===== src/channel_clock_divider_pkg.sv =====
package channel_clock_divider_pkg;

    // ========================================
    // Register bus geometry
    localparam int ADDR_WIDTH = 10;
    localparam int DATA_WIDTH = 8;

    // ========================================
    // Register offsets
    localparam logic [ADDR_WIDTH-1:0] DRIVER_EIGHT_GATE_ADDR    = 10'h0fc;
    localparam logic [ADDR_WIDTH-1:0] DRIVER_EIGHT_POLARITY_ADDR = 10'h0f0;
    localparam logic [ADDR_WIDTH-1:0] DIVIDER_STATUS_ADDR       = 10'h0f1;
    localparam logic [ADDR_WIDTH-1:0] DIVIDER_PHASE_COUNTS_ADDR = 10'h190;
    localparam logic [ADDR_WIDTH-1:0] DIVIDER_MODE_CONTROL_ADDR = 10'h191;

    // ========================================
    // Field positions
    localparam int GATE_ON_LOCK_BIT  = 7;
    localparam int INVERT_BIT        = 0;
    localparam int LOW_COUNT_MSB     = 7;
    localparam int LOW_COUNT_LSB     = 4;
    localparam int HIGH_COUNT_MSB    = 3;
    localparam int HIGH_COUNT_LSB    = 0;
    localparam int BYPASS_BIT        = 7;
    localparam int IGNORE_SYNC_BIT   = 6;
    localparam int FORCE_BIT         = 5;
    localparam int START_HIGH_BIT    = 4;

    // ========================================
    // Values after reset
    localparam logic [DATA_WIDTH-1:0] PHASE_COUNTS_RESET = 8'h77;
    localparam logic [DATA_WIDTH-1:0] MODE_CONTROL_RESET = 8'h00;
    localparam logic [DATA_WIDTH-1:0] GATE_RESET         = 8'h00;
    localparam logic [DATA_WIDTH-1:0] POLARITY_RESET     = 8'h00;
    localparam logic [3:0]            COUNT_RESET        = 4'h0;

    // ========================================
    // Divider operating modes
    typedef enum logic [1:0] {
        MODE_RUN,
        MODE_SYNC_HOLD,
        MODE_FORCED,
        MODE_BYPASS
    } divider_mode_type;

endpackage


===== src/channel_clock_divider.sv =====
// What this block does
// - With the gate-on-lock option set, driver eight is enabled only while the lock gate is high.
// - The low phase lasts the low count field plus one input cycles, eight after reset.
// - The high phase lasts the high count field plus one input cycles, eight after reset.
// - The bypass bit makes the divider output toggle every input cycle instead of dividing.
// - The ignore-sync bit decides whether the chip synchronisation signal is obeyed.
// - Forcing needs ignore-sync and then drives the output to the start-level bit.
// - Forcing has no effect in bypass while polarity inversion still works.
// - The start-level bit chooses the level at which toggling begins.
// - Start level 0 begins low and 1 begins high, with 0 after reset.
`timescale 1ns/1ps
module channel_clock_divider (
    input  wire logic                                            ref_clk,
    input  wire logic                                            resetn,
    input  wire logic [channel_clock_divider_pkg::ADDR_WIDTH-1:0] regAddr,
    input  wire logic [channel_clock_divider_pkg::DATA_WIDTH-1:0] wrData,
    input  wire logic                                            wrStrobe,
    input  wire logic                                            rdStrobe,
    output logic      [channel_clock_divider_pkg::DATA_WIDTH-1:0] rdData,
    input  wire logic                                            syncRequest,
    input  wire logic                                            lockDetectGateSignal,
    output logic                                                 dividerOut,
    output logic                                                 clockOutputEight,
    output logic                                                 driverEightEnable
);
    import channel_clock_divider_pkg::*;

    // ========================================
    // Reset release
    logic rstMeta_q;
    logic rstSyncN;

    always_ff @(posedge ref_clk or negedge resetn) begin
        if (!resetn) begin
            rstMeta_q <= 1'b0;
            rstSyncN  <= 1'b0;
        end else begin
            rstMeta_q <= 1'b1;
            rstSyncN  <= rstMeta_q;
        end
    end

    // ========================================
    // Registers
    logic [DATA_WIDTH-1:0] phaseCounts_q, phaseCounts_d;
    logic [DATA_WIDTH-1:0] modeControl_q, modeControl_d;
    logic [DATA_WIDTH-1:0] gateCtrl_q, gateCtrl_d;
    logic [DATA_WIDTH-1:0] polarity_q, polarity_d;
    logic [DATA_WIDTH-1:0] rdData_q, rdData_d;
    divider_mode_type      mode_q, mode_d;
    logic [3:0]            count_q, count_d;
    logic                  phaseHigh_q, phaseHigh_d;
    logic                  outEight_q, outEight_d;
    logic                  enEight_q, enEight_d;
    logic [3:0]            lowLen;
    logic [3:0]            highLen;
    logic                  startHigh;

    assign lowLen    = phaseCounts_q[LOW_COUNT_MSB:LOW_COUNT_LSB];
    assign highLen   = phaseCounts_q[HIGH_COUNT_MSB:HIGH_COUNT_LSB];
    assign startHigh = modeControl_q[START_HIGH_BIT];

    always_comb begin
        phaseCounts_d = phaseCounts_q;
        modeControl_d = modeControl_q;
        gateCtrl_d    = gateCtrl_q;
        polarity_d    = polarity_q;
        rdData_d      = '0;
        if (wrStrobe) begin
            case (regAddr)
                DIVIDER_PHASE_COUNTS_ADDR:  phaseCounts_d = wrData;
                DIVIDER_MODE_CONTROL_ADDR:  modeControl_d = wrData;
                DRIVER_EIGHT_GATE_ADDR:     gateCtrl_d    = wrData & 8'h80;
                DRIVER_EIGHT_POLARITY_ADDR: polarity_d    = wrData & 8'h01;
                default: ;
            endcase
        end
        if (rdStrobe) begin
            case (regAddr)
                DIVIDER_PHASE_COUNTS_ADDR:  rdData_d = phaseCounts_q;
                DIVIDER_MODE_CONTROL_ADDR:  rdData_d = modeControl_q;
                DRIVER_EIGHT_GATE_ADDR:     rdData_d = gateCtrl_q;
                DRIVER_EIGHT_POLARITY_ADDR: rdData_d = polarity_q;
                DIVIDER_STATUS_ADDR:        rdData_d = {3'h0, enEight_q, mode_q, 1'b0, phaseHigh_q};
                default:                    rdData_d = '0;
            endcase
        end
    end

    always_ff @(posedge ref_clk or negedge rstSyncN) begin
        if (!rstSyncN) begin
            phaseCounts_q <= PHASE_COUNTS_RESET;
            modeControl_q <= MODE_CONTROL_RESET;
            gateCtrl_q    <= GATE_RESET;
            polarity_q    <= POLARITY_RESET;
            rdData_q      <= '0;
        end else begin
            phaseCounts_q <= phaseCounts_d;
            modeControl_q <= modeControl_d;
            gateCtrl_q    <= gateCtrl_d;
            polarity_q    <= polarity_d;
            rdData_q      <= rdData_d;
        end
    end

    // ========================================
    // Divider core
    // Bypass cannot hand the raw clock through a flip-flop, so the output toggles every
    // input cycle, which is the fastest square wave this single-clock design can make.
    always_comb begin
        if (modeControl_q[BYPASS_BIT]) begin
            mode_d = MODE_BYPASS;
        end else if (modeControl_q[IGNORE_SYNC_BIT] && modeControl_q[FORCE_BIT]) begin
            mode_d = MODE_FORCED;
        end else if (!modeControl_q[IGNORE_SYNC_BIT] && syncRequest) begin
            mode_d = MODE_SYNC_HOLD;
        end else begin
            mode_d = MODE_RUN;
        end
        count_d     = COUNT_RESET;
        phaseHigh_d = phaseHigh_q;
        case (mode_d)
            MODE_BYPASS: begin
                phaseHigh_d = !phaseHigh_q;
            end
            MODE_FORCED: begin
                phaseHigh_d = startHigh;
            end
            MODE_SYNC_HOLD: begin
                phaseHigh_d = startHigh;
            end
            MODE_RUN: begin
                // Ending at or past the length stops a shortened count from running to a wrap.
                if (count_q >= (phaseHigh_q ? highLen : lowLen)) begin
                    phaseHigh_d = !phaseHigh_q;
                end else begin
                    count_d = count_q + 4'h1;
                end
            end
            default: begin
                phaseHigh_d = 1'b0;
            end
        endcase
        enEight_d  = !gateCtrl_q[GATE_ON_LOCK_BIT] || lockDetectGateSignal;
        outEight_d = enEight_d && (phaseHigh_d ^ polarity_q[INVERT_BIT]);
    end

    always_ff @(posedge ref_clk or negedge rstSyncN) begin
        if (!rstSyncN) begin
            mode_q      <= MODE_RUN;
            count_q     <= COUNT_RESET;
            phaseHigh_q <= 1'b0;
            outEight_q  <= 1'b0;
            enEight_q   <= 1'b1;
        end else begin
            mode_q      <= mode_d;
            count_q     <= count_d;
            phaseHigh_q <= phaseHigh_d;
            outEight_q  <= outEight_d;
            enEight_q   <= enEight_d;
        end
    end

    assign rdData            = rdData_q;
    assign dividerOut        = phaseHigh_q;
    assign clockOutputEight  = outEight_q;
    assign driverEightEnable = enEight_q;

    logic runStay;
    // The first edge after reset still finds the core held, so no step is expected there.
    assign runStay = rstSyncN && (mode_q == MODE_RUN) && (mode_d == MODE_RUN);
endmodule


===== config.mk =====
export PLATFORM = sky130hd
export DESIGN_NAME = channel_clock_divider
export DESIGN_NICKNAME = d
export VERILOG_FILES = /design/src/channel_clock_divider_pkg.sv /design/src/channel_clock_divider.sv
export SDC_FILE = /design/constraint.sdc
export NUM_CORES = 1
export LEC_CHECK = 0
export BUFFER_PORTS_ARGS = -buffer_cell sky130_fd_sc_hd__buf_2
export CAP_MARGIN = 5
export CORE_UTILIZATION = 55
export DETAILED_ROUTE_END_ITERATION = 8
export PLACE_DENSITY = 0.84
export SYNTH_ARGS = -nofsm -noshare
export SYNTH_HDL_FRONTEND = slang
export SYNTH_SLANG_ARGS = --single-unit
export TNS_END_PERCENT = 100

===== constraint.sdc =====
create_clock -name ref_clk -period 2.8 [get_ports ref_clk]
set_input_delay 0.56 -clock ref_clk [delete_from_list [all_inputs] [get_ports ref_clk]]
set_output_delay 0.56 -clock ref_clk [all_outputs]
set_load 0.01 [all_outputs]

==> flow_summary.ini, run 1 <==
[timing]
finalCriticalPeriod_ns = 2.244
drv_slew = 0
fin_tns_setup_ns = 0
finalSetupViolCount = 0
timing.fmax_ghz = 0.4457
clock-skew-final_ns = 0.003905
hold_slack_ns = 0.2735
final.period_utilization = 0.8014
grt_setup_unrepaired = false
timing_hold_violations_final = 0

[synthesis]
seq_area_frac_synth = 0.5336
count_of_unique_library_cells_instantiated_by_yosys = 33
yosysWarnings = 0
syn_area_per_cell_um2 = 12.60
synth-seq-cells = 37
syn_nets = 170
syn_inst = 139
syn-cell-area_mm2 = 0.001752

[job]
max_cap_violations = 0

[floorplan]
rows = 20
io_pins = 35
die_height_um = 58.44
die-width_um = 58.44
area_of_the_die_mm2 = 0.003415
start_util = 0.5785
floorplan_core_area_mm2 = 0.003028

[critical_path]
cp_top_family = multiplexers
cp_data_required_time_ns = 3.07
crit_arrival_ns = 2.51
r2r_start = dividerOut
reg2reg_to = clockOutputEight
cp_launch_point = dividerOut
cpMaxStageDelayCell = dfrtp_1
startpoint_type = register
path_max_fanout = 8
path_class = register to register
rr_worst_depth = 7
worst_setup_path_end_kind = register
critical_path.cell_chain = mux2_2, ha_1, nor3b_1, o2111ai_1, a21o_1, o21ai_0, mux2i_1
timing.critical_path.buf_inv = 0
regToRegSetupSlack_ns = 0.56
slowest_delay_ns = 0.55

[cells_and_area]
area_added_between_synthesis_and_finish_pct = 18.21
multiInputGateArea_um2 = 785.8
layout.cells.most_common_list = buf_2, dfrtp_1, mux2_2, nor2_1
insertedDiodeCount = 0
area.sequential_um2 = 934.6
fraction_of_final_layout_cells_sized_beyond_drive_strength_1 = 0.4333
layout.core_utilization = 0.6839
leading_cell_type_in_the_layout_fill_and_taps_excluded = buf_2
nets = 210
nFillCells = 239

[power_and_ir_drop]
leakagePower_uw = 0.001034
power_density_mw_per_mm2 = 486.5
max-vdd-ir-drop_uv = 310.3
p_total_uw = 1007

[global_route]
grt_first_pass_wirelength_mm = 5.451
gr-total-overflow = 0
grt_start_max_net_pins = 36
grt.total_usage = 0.2229
first_global_vias = 1205
antenna_found_initial = 0

[placed_design]
detailedPlacementHpwl_mm = 2.421
place_congestion = 0.9373
port-buffer-count = 34

[clocking]
tritoncts_num_sinks = 37
h-tree-depth = 2
post-cts-setup-buffers = 0
cts-root-buf = clkbuf_4
clock_latency_ns = 0.34
cts_inserted_buffers = 5
clkTransAtPathRegs_ns = 0.11
cts_tree = built
cts_buffer_depth = 2

[status]
outcome = finished clean

[drt]
vias = 1189
vias_per_cell = 5.308
first_iter_violations = 58
dr.pass1.iters = 4
ant_nets = 0
route.detailed.wl_per_inst_um = 14.46
drt_drc_violations_left = 0
wirelength_mm = 3.239

[hold_path]
hold_path.class = register to asynchronous set/reset pin
==> metrics by stage <==
step                worst slack, ns  instances  cell area (um2)
CTS                          0.5469        224             2071
global route                 0.4261        224             2071
detailed placement           0.5745        215             1972
floorplan                    0.6036        139             1752
finish                       0.5562        224             2071
global placement             0.6109        215             1972
==> area by class of cell <==
class,count,share of cell area
sequential,37,0.4514
multi-input combinational,94,0.3795
timing repair buffer,36,0.09063
tap,44,0.02659
clock buffer,6,0.02477
clock inverter,2,0.01813
inverter,5,0.009063
==> layer usage <==
metal,wire [um],track usage,up-vias
li1,-,-,574
met1,1465,0.2782,577
met2,1576,0.3629,30
met3,124,0.06154,8
met4,73,0.1020,0
met5,0,0,-
==> worst max path at each step <==
| stage | to | slack (ns) | cells past startpoint |
|---|---|---|---|
| floorplan | clockOutputEight | 0.60 | 8 |
| finish | clockOutputEight | 0.56 | 7 |
| global route | clockOutputEight | 0.43 | 7 |
| detailed placement | clockOutputEight | 0.57 | 7 |
| global placement | clockOutputEight | 0.61 | 7 |
| CTS | clockOutputEight | 0.55 | 7 |
==> sequential cells by signal, summed over array words and instances, names as in the netlist <==
name / flops
count_q: 4
rdData: 8
gateCtrl_q: 1
rstSyncN: 1
driverEightEnable: 1
mode_q: 2
modeControl_q: 8
clockOutputEight: 1
polarity_q: 1
phaseCounts_q: 8
dividerOut: 1
rstMeta_q: 1
==> cell families after synthesis <==
| family | count (synthesis) | share of synthesized area |
|---|---|---|
| AO/OA/AOI/OAI | 18 | 0.07143 |
| XOR/XNOR | 2 | 0.01000 |
| adder cells (fa/ha/maj) | 7 | 0.05000 |
| buffers and inverters | 8 | 0.01786 |
| flip-flops | 37 | 0.5336 |
| multiplexers | 30 | 0.1879 |
| other | 1 | 0.002141 |
| AND/OR/NAND/NOR | 36 | 0.1271 |
==> cell usage after synthesis (all sizes together) <==
cell | count | area share
a2111oi | 1 | 0.0086
a21o | 1 | 0.0043
a21oi | 5 | 0.014
a221oi | 1 | 0.0050
a22oi | 5 | 0.021
and2 | 1 | 0.0036
and3 | 2 | 0.0071
buf | 1 | 0.0029
clkbuf | 2 | 0.0043
conb | 1 | 0.0021
dfrtp | 30 | 0.43
dfstp | 7 | 0.11
ha | 7 | 0.050
inv | 5 | 0.011
mux2 | 23 | 0.15
mux2i | 7 | 0.040
nand2 | 7 | 0.015
nand2b | 2 | 0.0071
nand3 | 2 | 0.0057
nand3b | 1 | 0.011
nand4 | 1 | 0.0071
nor2 | 12 | 0.026
nor3 | 3 | 0.0086
nor3b | 2 | 0.015
nor4b | 1 | 0.014
o2111ai | 1 | 0.0050
o211ai | 1 | 0.0043
o21ai | 3 | 0.0086
or3 | 2 | 0.0071
xnor2 | 1 | 0.0050
xor2 | 1 | 0.0050
==> power by group <==
group	leakage (uW)	switching, uW	internal (uW)	total (uW)
clock	0.0000445	173	212	385
combinational	0.000509	38.6	31.2	69.8
sequential	0.000481	8.03	545	553
==> worst reg2reg max path: stages, from the launching register on <==
cell	delay, ns
dfrtp_1	0.55
mux2_2	0.39
ha_1	0.27
nor3b_1	0.24
o2111ai_1	0.15
a21o_1	0.20
o21ai_0	0.15
mux2i_1	0.23
==> what timing repair did <==
item / in CTS / in global routing
hold endpoints to repair: 2 / 0
hold buffers: 1 / 0
gates resized for setup: 0 / 0
(Power assumes the default switching activity.)
==> run 2: changes to the inputs <==
ABC_AREA = 1   (was default)
CORE_UTILIZATION = 49   (was 55)
PLACE_DENSITY = 0.78   (was 0.84)
clock period = 1.9 ns   (was 2.8 ns; I/O delays follow)
==> run 2 against run 1 <==
Critical path depth increased by 7. Clock-buffer cell count unchanged. Sequential power increased by 58%. Register-to-register slack got worse by 0.43 ns. Total power is 83% higher. Routed wire length is 14% higher. Critical endpoint unchanged. Highest routed layer unchanged. Clock power up 36%. Die area up 21%. Fmax grew 27%.
==> flow_summary.ini, run 2 <==
[drt]
dr.pass1.iters = 4
first_iter_violations = 75
route.detailed.wl_per_inst_um = 11.90
ant_nets = 0
drt_drc_violations_left = 0
vias = 1510
wirelength_mm = 3.690
vias_per_cell = 4.871

[global_route]
grt.total_usage = 0.2102
grt_start_max_net_pins = 36
grt_util_met2 = 0.3298
grt_first_pass_wirelength_mm = 6.555
first_global_vias = 1497
global_route.usage.met3 = 0.06071
grt_most_used_layer = met2
antenna_found_initial = 0
gr-total-overflow = 0
met1_usage_in_global_routing = 0.2821

[power_and_ir_drop]
leakagePower_uw = 0.001184
share_seq_of_total_power = 0.473
combPwrFrac = 0.243
power_density_mw_per_mm2 = 822.7
power_report.internal_total_uw = 1267
clockPowerShare = 0.285
p_sw_frac = 0.3134
max-vdd-ir-drop_uv = 529.0
net-switching-power_uw = 578.4
p_total_uw = 1846

[timing]
timing.fmax_ghz = 0.5640
fin_tns_setup_ns = 0
clock-skew-final_ns = 0.007283
drv_slew = 0
final.period_utilization = 0.9333
worst_slack_ns = 0.1268
finalCriticalPeriod_ns = 1.773
timing_hold_violations_final = 0
finalSetupViolCount = 0

[cells_and_area]
layout.cells.most_common_list = nand2_1, buf_2, inv_1, dfrtp_1, nor2_1
nets = 292
area_added_between_synthesis_and_finish_pct = 18.51
leading_cell_type_in_the_layout_fill_and_taps_excluded = nand2_1
fraction_of_final_layout_cells_sized_beyond_drive_strength_1 = 0.3359
insertedDiodeCount = 0
layout.core_utilization = 0.6082

[placed_design]
post-place-ws_ns = 0.04324
place_congestion = 0.8639
port-buffer-count = 34
detailedPlacementHpwl_mm = 2.676

[synthesis]
syn_nets = 249
syn_inst = 218
yosys.cell_count.top_type = nand2_1
yosysWarnings = 0
post_synth_main_area_contributors = dfrtp_1, nand2_1, dfstp_2, o21ai_2, inv_1
yosys.area.top_type_share = 0.3966
count_of_unique_library_cells_instantiated_by_yosys = 25
syn-cell-area_mm2 = 0.001893
synthDominantAreaCellType = dfrtp_1
seq_area_frac_synth = 0.4937
synth-async-reset-ratio = 1.000
synth_commonest_cells = nand2_1, dfrtp_1, inv_1
synth-main-ff-cell = dfrtp_1
syn_area_per_cell_um2 = 8.684
synth-seq-cells = 37
synth_enable_flop_cells = 0

[critical_path]
startpoint_type = register
path_class = register to register
worst_setup_path_end_kind = register
rr_worst_depth = 14
path_max_fanout = 6
cp_launch_point = dividerOut
cp_data_required_time_ns = 2.09
regToRegSetupSlack_ns = 0.13
r2r_start = dividerOut
reg2reg_to = clockOutputEight
crit_arrival_ns = 1.96

[floorplan]
area_of_the_die_mm2 = 0.004116
rows = 22
die_height_um = 64.16
die-width_um = 64.16
start_util = 0.5132
io_pins = 35
floorplan_core_area_mm2 = 0.003689

[status]
outcome = finished clean

[clocking]
clock_latency_ns = 0.29
cts-root-buf = clkbuf_8
cts_tree = built
tritoncts_num_sinks = 37
clkTransAtPathRegs_ns = 0.07
cts_buffer_depth = 2
h-tree-depth = 2
cts_inserted_buffers = 5

[job]
max_cap_violations = 0

[hold_path]
hold_path.class = register to asynchronous set/reset pin
[run 2: cell types whose count changed in the layout (fill, tap and decap cells not counted), sizes merged, moves of 9 or more]
cell	before	now
inv	5	30
mux2	23	0
nand2	7	61
nand3	2	13
nor2	12	21
o21ai	3	24
[run 2: power by group through the flow]
stage          Sequential [uW]  Combinational (uW)  Clock (uW)
2_1_floorplan              886                 255           0
3_3_place_gp               893                 339           0
3_5_place_dp               894                 350           0
4_1_cts                    880                 352         532
5_1_grt                    878                 501         573
6_report                   873                 448         525
[run 2: worst max path at each step]
stage / end / slack [ns] / cells past startpoint
4_1_cts: clockOutputEight / 0.02 / 10
5_1_grt: clockOutputEight / -0.01 / 14
3_3_place_gp: clockOutputEight / 0.08 / 10
6_report: clockOutputEight / 0.13 / 14
3_5_place_dp: clockOutputEight / 0.04 / 10
2_1_floorplan: clockOutputEight / 0.09 / 12
[run 2: final cells by class]
type,count,area (um2)
clock buffer,6,72.57
clock inverter,2,10.01
fill,351,1445
inverter,32,122.6
multi-input combinational,146,828.3
sequential,37,935.9
tap,48,60.06
timing repair buffer,39,214.0
[run 2: per-layer routing]
metal  up-vias  part of all wire
met5         -                 0
met4         0            0.0092
met3         4             0.047
met2        39              0.48
met1       691              0.47
li1        776                 -
[run 2: per-stage QoR]
stage,cell area [um2],hold slack (ns),std cells
floorplan,1894,0.08441,218
global placement,2112,0.1659,299
detailed placement,2112,0.1665,299
CTS,2205,0.2924,308
global route,2243,0.3125,310
finish,2243,0.2788,310
[run 2: what timing repair did]
| item | CTS | global route |
|---|---|---|
| setup endpoints to repair | 0 | 2 |
| hold buffers | 1 | 0 |
| gates resized for setup | 0 | 13 |
| endpoints found under the hold margin | 2 | 0 |
| buffers inserted | 0 | 2 |
[run 2: cells by family (layout without fill, tap and decap cells)]
| kind of cell | after synthesis | count (layout) | synth area share |
|---|---|---|---|
| multiplexers | 1 | 1 | 0.005288 |
| AO/OA/AOI/OAI | 36 | 36 | 0.1295 |
| flip-flops | 37 | 37 | 0.4937 |
| adder cells (fa/ha/maj) | 7 | 7 | 0.04626 |
| other | 1 | 1 | 0.001981 |
| XOR/XNOR | 2 | 2 | 0.009255 |
| buffers and inverters | 35 | 79 | 0.07865 |
| AND/OR/NAND/NOR | 99 | 99 | 0.2353 |
[run 2: critical path, cell delays in order, from the launching register on]
cell and delay, ns:
dfrtp_2 0.46, buf_6 0.15, nand2_1 0.05, o21ai_1 0.06, ha_1 0.27, nand2_1 0.08
inv_2 0.06, nand3_2 0.07, nand3_2 0.08, nand2_1 0.06, nand3_1 0.06, nand2_1 0.08
nand2_2 0.06, nor2_2 0.09, nor2_1 0.05
